## src/pkg/sbm_pkg.sv

```systemverilog
// constants, register layouts and states of the serial bus byte access master
package sbm_pkg;

	// register indices; the byte address on the bus is four times the index
	localparam logic [7:0] IDX_PAYLOAD    = 8'hb0;
	localparam logic [7:0] IDX_OFFSET     = 8'hb1;
	localparam logic [7:0] IDX_TARGET     = 8'hb2;
	localparam logic [7:0] IDX_CTRL       = 8'hb3;
	localparam logic [7:0] IDX_IRQ_STATUS = 8'hb4;
	localparam logic [7:0] IDX_IRQ_MASK   = 8'hb5;

	// reset values
	localparam logic [7:0] RST_BYTE = 8'h00;
	localparam logic [1:0] RST_IRQ  = 2'h0;

	// control and status register layout
	typedef struct packed {
		logic       short_protocol_select;
		logic       rsvd6;
		logic       request_in_flight_flag;
		logic [1:0] rsvd43;
		logic       fast_clock_test_bit;
		logic       access_error_flag;
		logic       rsvd0;
	} sbm_ctrl_t;

	// target device and direction register layout
	typedef struct packed {
		logic [6:0] target_device_id;
		logic       direction_select;
	} sbm_target_t;

	// interrupt status and mask layout, bits 1..0
	typedef struct packed {
		logic error_event;
		logic done_event;
	} sbm_irq_t;

	// serial clock timing, each bit split into four quarters
	localparam int CLK_PERIOD_NS       = 10;
	localparam int SCL_PERIOD_NORMAL_NS = 10000;
	localparam int SCL_PERIOD_TEST_NS   = 2500;
	localparam int QTR_DIV              = 4 * CLK_PERIOD_NS;
	localparam logic [8:0] QTR_NORMAL   = 9'((SCL_PERIOD_NORMAL_NS + QTR_DIV - 1) / QTR_DIV);
	localparam logic [8:0] QTR_TEST     = 9'((SCL_PERIOD_TEST_NS + QTR_DIV - 1) / QTR_DIV);

	// byte phases of one transfer
	localparam logic [1:0] PH_ADDR_FIRST = 2'h0;
	localparam logic [1:0] PH_OFFSET     = 2'h1;
	localparam logic [1:0] PH_ADDR_READ  = 2'h2;
	localparam logic [1:0] PH_DATA       = 2'h3;
	localparam logic [3:0] LAST_BIT      = 4'h8;

	// bus sequencer states
	typedef enum logic [3:0] {
		ST_IDLE  = 4'b0001,
		ST_START = 4'b0010,
		ST_BIT   = 4'b0100,
		ST_STOP  = 4'b1000
	} sbm_state_t;

endpackage

```

## src/logic/sbm_byte_master.sv

```systemverilog
// two-wire serial bus byte access master with avalon-mm register slave
//
// The implementer's own choice: the Avalon-MM slave port.
`timescale 1ns/1ps
module sbm_byte_master (
	input  wire logic        i_clk,
	input  wire logic        i_reset_n,
	input  wire logic [9:0]  i_avs_address,
	input  wire logic        i_avs_read,
	input  wire logic        i_avs_write,
	input  wire logic [31:0] i_avs_writedata,
	input  wire logic [3:0]  i_avs_byteenable,
	output logic      [31:0] o_avs_readdata,
	output logic             o_avs_waitrequest,
	output logic             o_irq,
	input  wire logic        i_scl_in,
	output logic             o_scl_out,
	output logic             o_scl_oe,
	input  wire logic        i_sda_in,
	output logic             o_sda_out,
	output logic             o_sda_oe
);

	logic                 wait_q, wait_d;
	logic [31:0]          rdata_q, rdata_d;
	logic                 line_low_q;
	logic                 scl_m_q, scl_s_q, sda_m_q, sda_s_q;
	logic [7:0]           payload_q, payload_d;
	logic [7:0]           offset_q, offset_d;
	sbm_pkg::sbm_target_t target_q, target_d;
	logic                 short_q, short_d;
	logic                 fast_q, fast_d;
	logic                 err_q, err_d;
	logic                 busy_q, busy_d;
	sbm_pkg::sbm_irq_t    sts_q, sts_d, mask_q, mask_d;
	logic                 irq_q, irq_d;
	sbm_pkg::sbm_state_t  state_q, state_d;
	logic [1:0]           qtr_q, qtr_d;
	logic [3:0]           bit_q, bit_d;
	logic [7:0]           shift_q, shift_d;
	logic                 rx_q, rx_d;
	logic                 nack_q, nack_d;
	logic [1:0]           ph_q, ph_d;
	logic [8:0]           cnt_q, cnt_d;
	logic                 scl_oe_q, scl_oe_d, sda_oe_q, sda_oe_d;
	logic                 wr_acc, rd_acc, wr_lane0;
	logic [7:0]           idx;
	logic [8:0]           qtr_lim;
	logic                 stretch, adv;
	sbm_pkg::sbm_ctrl_t   ctrl_view;

	// pin synchronisers, two stages each
	always_ff @(posedge i_clk or negedge i_reset_n) begin
		if (!i_reset_n) begin
			scl_m_q <= 1'b1;
			scl_s_q <= 1'b1;
			sda_m_q <= 1'b1;
			sda_s_q <= 1'b1;
		end else begin
			scl_m_q <= i_scl_in;
			scl_s_q <= scl_m_q;
			sda_m_q <= i_sda_in;
			sda_s_q <= sda_m_q;
		end
	end

	// access decode: request answered one cycle after it is seen
	assign idx      = i_avs_address[9:2];
	assign wr_acc   = i_avs_write && !wait_q;
	assign rd_acc   = i_avs_read && !wait_q;
	assign wr_lane0 = wr_acc && i_avs_byteenable[0];

	// control view for readback
	always_comb begin
		ctrl_view                        = '0;
		ctrl_view.short_protocol_select  = short_q;
		ctrl_view.request_in_flight_flag = busy_q;
		ctrl_view.fast_clock_test_bit    = fast_q;
		ctrl_view.access_error_flag      = err_q;
	end

	// bus slave next values: one wait cycle, readback, unmapped reads zero
	always_comb begin
		wait_d  = 1'b1;
		rdata_d = rdata_q;
		if ((i_avs_read || i_avs_write) && wait_q) begin
			wait_d  = 1'b0;
			rdata_d = '0;
			case (idx)
				sbm_pkg::IDX_PAYLOAD:    rdata_d[7:0] = payload_q;
				sbm_pkg::IDX_OFFSET:     rdata_d[7:0] = offset_q;
				sbm_pkg::IDX_TARGET:     rdata_d[7:0] = target_q;
				sbm_pkg::IDX_CTRL:       rdata_d[7:0] = ctrl_view;
				sbm_pkg::IDX_IRQ_STATUS: rdata_d[1:0] = sts_q;
				sbm_pkg::IDX_IRQ_MASK:   rdata_d[1:0] = mask_q;
				default:                 rdata_d      = '0;
			endcase
		end
	end

	// bus slave registers
	always_ff @(posedge i_clk or negedge i_reset_n) begin
		if (!i_reset_n) begin
			wait_q     <= 1'b1;
			rdata_q    <= '0;
			line_low_q <= 1'b0;
		end else begin
			wait_q     <= wait_d;
			rdata_q    <= rdata_d;
			line_low_q <= 1'b0;
		end
	end

	// quarter-bit pacing; a slave holding the clock low keeps the count at zero
	assign qtr_lim = (fast_q ? sbm_pkg::QTR_TEST : sbm_pkg::QTR_NORMAL) - 9'h001;
	assign stretch = busy_q && !scl_oe_q && !scl_s_q;
	assign adv     = busy_q && !stretch && (cnt_q >= qtr_lim);

	// registers, sequencer and event next values
	always_comb begin
		payload_d = payload_q;
		offset_d  = offset_q;
		target_d  = target_q;
		short_d   = short_q;
		fast_d    = fast_q;
		err_d     = err_q;
		busy_d    = busy_q;
		sts_d     = sts_q;
		mask_d    = mask_q;
		state_d   = state_q;
		qtr_d     = qtr_q;
		bit_d     = bit_q;
		shift_d   = shift_q;
		rx_d      = rx_q;
		nack_d    = nack_q;
		ph_d      = ph_q;
		scl_oe_d  = scl_oe_q;
		sda_oe_d  = sda_oe_q;
		cnt_d     = (busy_q && !stretch && !adv) ? cnt_q + 9'h001 : '0;

		// software writes; event set below overrides clears
		if (wr_lane0) begin
			case (idx)
				sbm_pkg::IDX_PAYLOAD: payload_d = i_avs_writedata[7:0];
				sbm_pkg::IDX_OFFSET:  offset_d  = i_avs_writedata[7:0];
				sbm_pkg::IDX_TARGET: begin
					if (!busy_q) begin
						target_d = i_avs_writedata[7:0];
						busy_d   = 1'b1;
						state_d  = sbm_pkg::ST_START;
						qtr_d    = 2'h0;
						bit_d    = 4'h0;
						ph_d     = sbm_pkg::PH_ADDR_FIRST;
						rx_d     = 1'b0;
						nack_d   = 1'b0;
						cnt_d    = '0;
						// direction goes out first only in short mode
						shift_d  = {i_avs_writedata[7:1], short_q & i_avs_writedata[0]};
					end
				end
				sbm_pkg::IDX_CTRL: begin
					short_d = i_avs_writedata[7];
					fast_d  = i_avs_writedata[2];
					if (i_avs_writedata[1]) begin
						err_d = 1'b0;
					end
				end
				sbm_pkg::IDX_IRQ_STATUS: sts_d  = sts_q & ~i_avs_writedata[1:0];
				sbm_pkg::IDX_IRQ_MASK:   mask_d = i_avs_writedata[1:0];
				default: begin
				end
			endcase
		end

		// serial sequencer, one step per quarter bit
		if (adv) begin
			qtr_d = qtr_q + 2'h1;
			case (state_q)
				sbm_pkg::ST_START: begin
					case (qtr_q)
						2'h0: sda_oe_d = 1'b0;
						2'h1: scl_oe_d = 1'b0;
						2'h2: sda_oe_d = 1'b1;
						default: begin
							scl_oe_d = 1'b1;
							state_d  = sbm_pkg::ST_BIT;
							bit_d    = 4'h0;
						end
					endcase
				end
				sbm_pkg::ST_BIT: begin
					case (qtr_q)
						// data bit, or release for acknowledge; not-acknowledge on reads
						2'h0: sda_oe_d = !rx_q && (bit_q != sbm_pkg::LAST_BIT) && !shift_q[7];
						2'h1: scl_oe_d = 1'b0;
						2'h2: begin
							if (bit_q != sbm_pkg::LAST_BIT) begin
								shift_d = {shift_q[6:0], rx_q & sda_s_q};
							end else if (!rx_q) begin
								nack_d = sda_s_q;
							end
						end
						default: begin
							scl_oe_d = 1'b1;
							bit_d    = bit_q + 4'h1;
							if (bit_q == sbm_pkg::LAST_BIT) begin
								bit_d   = 4'h0;
								state_d = sbm_pkg::ST_BIT;
								if (nack_q) begin
									err_d   = 1'b1;
									sts_d.error_event = 1'b1;
									state_d = sbm_pkg::ST_STOP;
								end else begin
									case (ph_q)
										sbm_pkg::PH_ADDR_FIRST: begin
											if (short_q) begin
												ph_d    = sbm_pkg::PH_DATA;
												rx_d    = target_q.direction_select;
												shift_d = payload_q;
											end else begin
												ph_d    = sbm_pkg::PH_OFFSET;
												shift_d = offset_q;
											end
										end
										sbm_pkg::PH_OFFSET: begin
											if (target_q.direction_select) begin
												ph_d    = sbm_pkg::PH_ADDR_READ;
												state_d = sbm_pkg::ST_START;
												shift_d = {target_q.target_device_id, 1'b1};
											end else begin
												ph_d    = sbm_pkg::PH_DATA;
												shift_d = payload_q;
											end
										end
										sbm_pkg::PH_ADDR_READ: begin
											ph_d = sbm_pkg::PH_DATA;
											rx_d = 1'b1;
										end
										default: begin
											state_d = sbm_pkg::ST_STOP;
											if (rx_q) begin
												payload_d = shift_q;
											end
										end
									endcase
								end
							end
						end
					endcase
				end
				sbm_pkg::ST_STOP: begin
					case (qtr_q)
						2'h0: sda_oe_d = 1'b1;
						2'h1: scl_oe_d = 1'b0;
						2'h2: sda_oe_d = 1'b0;
						default: begin
							state_d = sbm_pkg::ST_IDLE;
							busy_d  = 1'b0;
							sts_d.done_event = 1'b1;
						end
					endcase
				end
				default: begin
					state_d = sbm_pkg::ST_IDLE;
					busy_d  = 1'b0;
				end
			endcase
		end
		irq_d = |(sts_d & mask_d);
	end

	// registers and sequencer state
	always_ff @(posedge i_clk or negedge i_reset_n) begin
		if (!i_reset_n) begin
			payload_q <= sbm_pkg::RST_BYTE;
			offset_q  <= sbm_pkg::RST_BYTE;
			target_q  <= sbm_pkg::RST_BYTE;
			short_q   <= 1'b0;
			fast_q    <= 1'b0;
			err_q     <= 1'b0;
			busy_q    <= 1'b0;
			sts_q     <= sbm_pkg::RST_IRQ;
			mask_q    <= sbm_pkg::RST_IRQ;
			irq_q     <= 1'b0;
			state_q   <= sbm_pkg::ST_IDLE;
			qtr_q     <= 2'h0;
			bit_q     <= 4'h0;
			shift_q   <= 8'h00;
			rx_q      <= 1'b0;
			nack_q    <= 1'b0;
			ph_q      <= sbm_pkg::PH_ADDR_FIRST;
			cnt_q     <= '0;
			scl_oe_q  <= 1'b0;
			sda_oe_q  <= 1'b0;
		end else begin
			payload_q <= payload_d;
			offset_q  <= offset_d;
			target_q  <= target_d;
			short_q   <= short_d;
			fast_q    <= fast_d;
			err_q     <= err_d;
			busy_q    <= busy_d;
			sts_q     <= sts_d;
			mask_q    <= mask_d;
			irq_q     <= irq_d;
			state_q   <= state_d;
			qtr_q     <= qtr_d;
			bit_q     <= bit_d;
			shift_q   <= shift_d;
			rx_q      <= rx_d;
			nack_q    <= nack_d;
			ph_q      <= ph_d;
			cnt_q     <= cnt_d;
			scl_oe_q  <= scl_oe_d;
			sda_oe_q  <= sda_oe_d;
		end
	end

	// outputs straight from flip-flops; the lines are only ever pulled low
	assign o_avs_readdata    = rdata_q;
	assign o_avs_waitrequest = wait_q;
	assign o_irq             = irq_q;
	assign o_scl_out         = line_low_q;
	assign o_scl_oe          = scl_oe_q;
	assign o_sda_out         = line_low_q;
	assign o_sda_oe          = sda_oe_q;

endmodule // sbm_byte_master

```

## config.mk

```make
export PLATFORM = sky130hd
export DESIGN_NAME = sbm_byte_master
export DESIGN_NICKNAME = d
export VERILOG_FILES = /design/src/pkg/sbm_pkg.sv /design/src/logic/sbm_byte_master.sv
export SDC_FILE = /design/constraint.sdc
export NUM_CORES = 1
export LEC_CHECK = 0
export ABC_CLOCK_PERIOD_IN_PS = 3160
export BUFFER_PORTS_ARGS = -buffer_cell sky130_fd_sc_hd__buf_2
export CAP_MARGIN = 20
export CORE_MARGIN = 4
export CORE_UTILIZATION = 56
export CTS_BUF_LIST = sky130_fd_sc_hd__clkbuf_16
export DETAILED_ROUTE_END_ITERATION = 12
export PLACE_DENSITY_LB_ADDON = 0.1
export SLEW_MARGIN = 0
export SYNTH_ARGS = -nofsm -noshare
export SYNTH_HDL_FRONTEND = slang
export SYNTH_SLANG_ARGS = --single-unit
```

## constraint.sdc

```tcl
create_clock -name i_clk -period 3.16 [get_ports i_clk]
set_clock_uncertainty 0.2 [all_clocks]
set_input_delay 0.158 -clock i_clk [delete_from_list [all_inputs] [get_ports i_clk]]
set_output_delay 0.158 -clock i_clk [all_outputs]
set_load 0.02 [all_outputs]
```

==> results.cfg <==
[synthesis]
ys_seq_area_share_pct = 41.55
synth_most_common_cell = dfrtp_1
synth_xor_area_share_pct = 1.651
muxShareOfSynthArea_pct = 11.84
syn_area_um2 = 4776
ys_warn_count = 0
postSynthAreaPerCell_um2 = 9.888
yosysTopAreaCell = dfrtp_1
async_reset_ff_share_pct = 100.0
synthTopCellsByArea = dfrtp_1, mux2_2, ha_1
synth_compound_area_share_pct = 16.53
synthFlopType = dfrtp_1
synthTopCellsByCount = dfrtp_1, nand2_1, nor2_1
synth.distinct_cells = 71
synth_simple_gate_area_share_pct = 15.82
synth_top_area_share_pct = 38.25
synth_top_family_by_area = compound AO/OA/AOI/OAI gates
synthCells = 483
yosys.area_share.adder_pct = 4.454
synth_edf_count = 0
ys_ff_latch = 79

[global_routing]
first_global_vias = 3962
antenna_found_initial = 0
grt-ovfl-total = 0
track_usage_pct = 24.90
grt_max_degree = 80
grt_pass1_wl_um = 19710

[clock_tree]
cts_root_buf = clkbuf_16
hold_buffers = 13
clockBufferDepth = 2
post_cts_buffers = 0
ctsResizeCount = 0
h-tree-depth = 3
cts.sinks = 79
cts_buffers = 9
cts.clk_slew.worst_paths_ns = 0.06
clk_latency_ns = 0.34
cts_tree = yes

[finish]
nFillCells = 668
antenna_cells = 0
drive_gt1_share_pct = 22.72
syn2layout_area_growth_pct = 14.93
nets = 602

[timing]
period_minus_slack_ns = 2.698
max_freq_ghz = 0.3707
slew_headroom_pct = 44.42
rsz0062_at_grt = false
setup_viol = 0
period_share_pct = 85.37
slew_viol_final = 0
hold_viol_final = 0
setup_slack_ns = 0.4622
fin_tns_setup_ns = 0
worst_slew_pin_slew_ns = 0.8250

[placed_design]
post-dp-hpwl_um = 8383
gp_congestion = 0.8902
port-buffer-count = 34
pre_cts_ws_ns = 0.4722

[detailed_routing]
vias = 3888
drcViolationCount = 0
drt_iter0_drc = 291
drt_pre_antenna_iters = 8
wirelength_um = 12160
wl_per_cell_um = 18.94
via_per_inst = 6.056
antenna_left = 0

[flow_run]
drv_cap = 0

[critical_path]
cp-startpoint = fast_q
cp-end-kind = register
path_class = register to register
crit_required_ns = 3.17
r2r_cells = 9
cp_max_fo = 16
r2r-start = fast_q
r2r_end = payload_q[2]
cp.arrival_ns = 2.71
rrSetupSlack_ns = 0.46
critPathLaunchType = register

[floorplan]
io-pin-count = 90
die-area_um2 = 10070
start_util_pct = 57.83
die_h_um = 100.4
coreArea_um2 = 8258
die_w_um = 100.4
fp-row-count = 33

[power_and_ir_drop]
p_leak_nw = 2.644
max-vdd-ir-drop_uv = 296.5
power_density_nw_per_um2 = 435.6

[outcome]
status = finished clean

[worst_hold_path]
holdCritPathClass = input pin to asynchronous set/reset pin
[flip-flops by register name, summed over array words and instances (netlist names), 2 cells and up]
| name | cells |
|---|---|
| target_q | 8 |
| shift_q | 8 |
| payload_q | 8 |
| mask_q | 2 |
| bit_q | 4 |
| o_avs_readdata | 8 |
| qtr_q | 2 |
| sts_q | 2 |
| ph_q | 2 |
| cnt_q | 9 |
| state_q | 4 |
| offset_q | 8 |
[layout make-up]
class                      count  area (µm²)  share of cell area [%]
multi-input combinational    361        2500                   45.54
tap                          105       131.4                   2.393
inverter                      16       60.06                   1.094
clock inverter                 6       110.1                   2.006
timing repair buffer          66       478.0                   8.708
clock buffer                   9       225.2                   4.103
sequential                    79        1984                   36.15
[report_power, final]
group / internal [mW] / switching, mW / leakage, nW
Sequential: 1.03 / 0.0150 / 0.985
Combinational: 0.0582 / 0.103 / 1.50
Clock: 0.766 / 0.420 / 0.158
Total: 1.85 / 0.538 / 2.64
[through the flow]
| step | instances | hold WS [ns] | area, µm² | utilization (%) | power [mW] |
|---|---|---|---|---|---|
| 6_report | 642 | 0.01152 | 5489 | 66.47 | 2.391 |
| 5_1_grt | 642 | 0.02971 | 5489 | 66.47 | 2.467 |
| 4_1_cts | 641 | 0.1193 | 5461 | 66.14 | 2.403 |
| 3_5_place_dp | 613 | 0.06647 | 4996 | 60.50 | 1.204 |
| 3_3_place_gp | 613 | 0.06350 | 4996 | 60.50 | 1.201 |
| 2_1_floorplan | 508 | -0.3376 | 4870 | - | 1.168 |
[cell families (layout without fill, tap and decap cells)]
logic type / Yosys count / in the layout
DFF: 79 / 79
and+or+nand+nor: 143 / 143
AOI/OAI and AO/OA: 115 / 115
buffers and inverters: 68 / 97
xor gates and xnor gates: 9 / 9
muxes: 51 / 51
adders and majority gates: 17 / 17
other: 1 / 26
[layer usage]
metal / up-vias / wire length, µm / track usage (%) / part of all wire [%]
met2: 170 / 5976 / 41.59 / 49
met5: - / 0 / 0 / 0
li1: 1813 / - / - / -
met3: 15 / 822 / 5.490 / 6.8
met4: 0 / 180 / 7.772 / 1.5
met1: 1890 / 5179 / 32.31 / 43
[layout by cell type (no fill, tap or decap), drive strengths merged, types with 3 or more instances in the layout]
| cell | count |
|---|---|
| nor3 | 6 |
| a222oi | 8 |
| a221oi | 3 |
| nand4 | 4 |
| dfstp | 6 |
| o21ai | 20 |
| nor4b | 4 |
| buf | 53 |
| o22ai | 3 |
| dlygate4sd3 | 13 |
| a32o | 3 |
| a21o | 5 |
| conb | 26 |
| nand2 | 46 |
| a211oi | 3 |
| a31oi | 9 |
| nand3b | 3 |
| nor2 | 38 |
| dfrtp | 73 |
| ha | 17 |
| xor2 | 7 |
| a41oi | 3 |
| nor2b | 7 |
| nor4 | 6 |
| clkbuf | 9 |
| o22a | 3 |
| mux2 | 34 |
| nand3 | 10 |
| inv | 16 |
| bufinv | 3 |
| mux2i | 16 |
| and2 | 6 |
| a21oi | 33 |
[worst max-delay path, stage by stage, from the launching register on]
cell     delay, ns
dfrtp_1       0.44
inv_1         0.12
ha_1          0.31
nand2_1       0.05
o21ai_0       0.20
a41oi_1       0.15
buf_4         0.21
or4_4         0.66
nor2_1        0.16
a21oi_1       0.06
[how the worst max path moves through the flow]
stage                    to  slack (ns)  cells past startpoint
2_1_floorplan      qtr_q[0]        0.76                     10
3_3_place_gp       qtr_q[0]        0.47                      9
3_5_place_dp   payload_q[2]        0.47                      9
4_1_cts        payload_q[2]        0.45                      9
6_report       payload_q[2]        0.46                      9
5_1_grt        payload_q[2]        0.24                      9
Note: power is estimated with default switching activity, not from simulation.
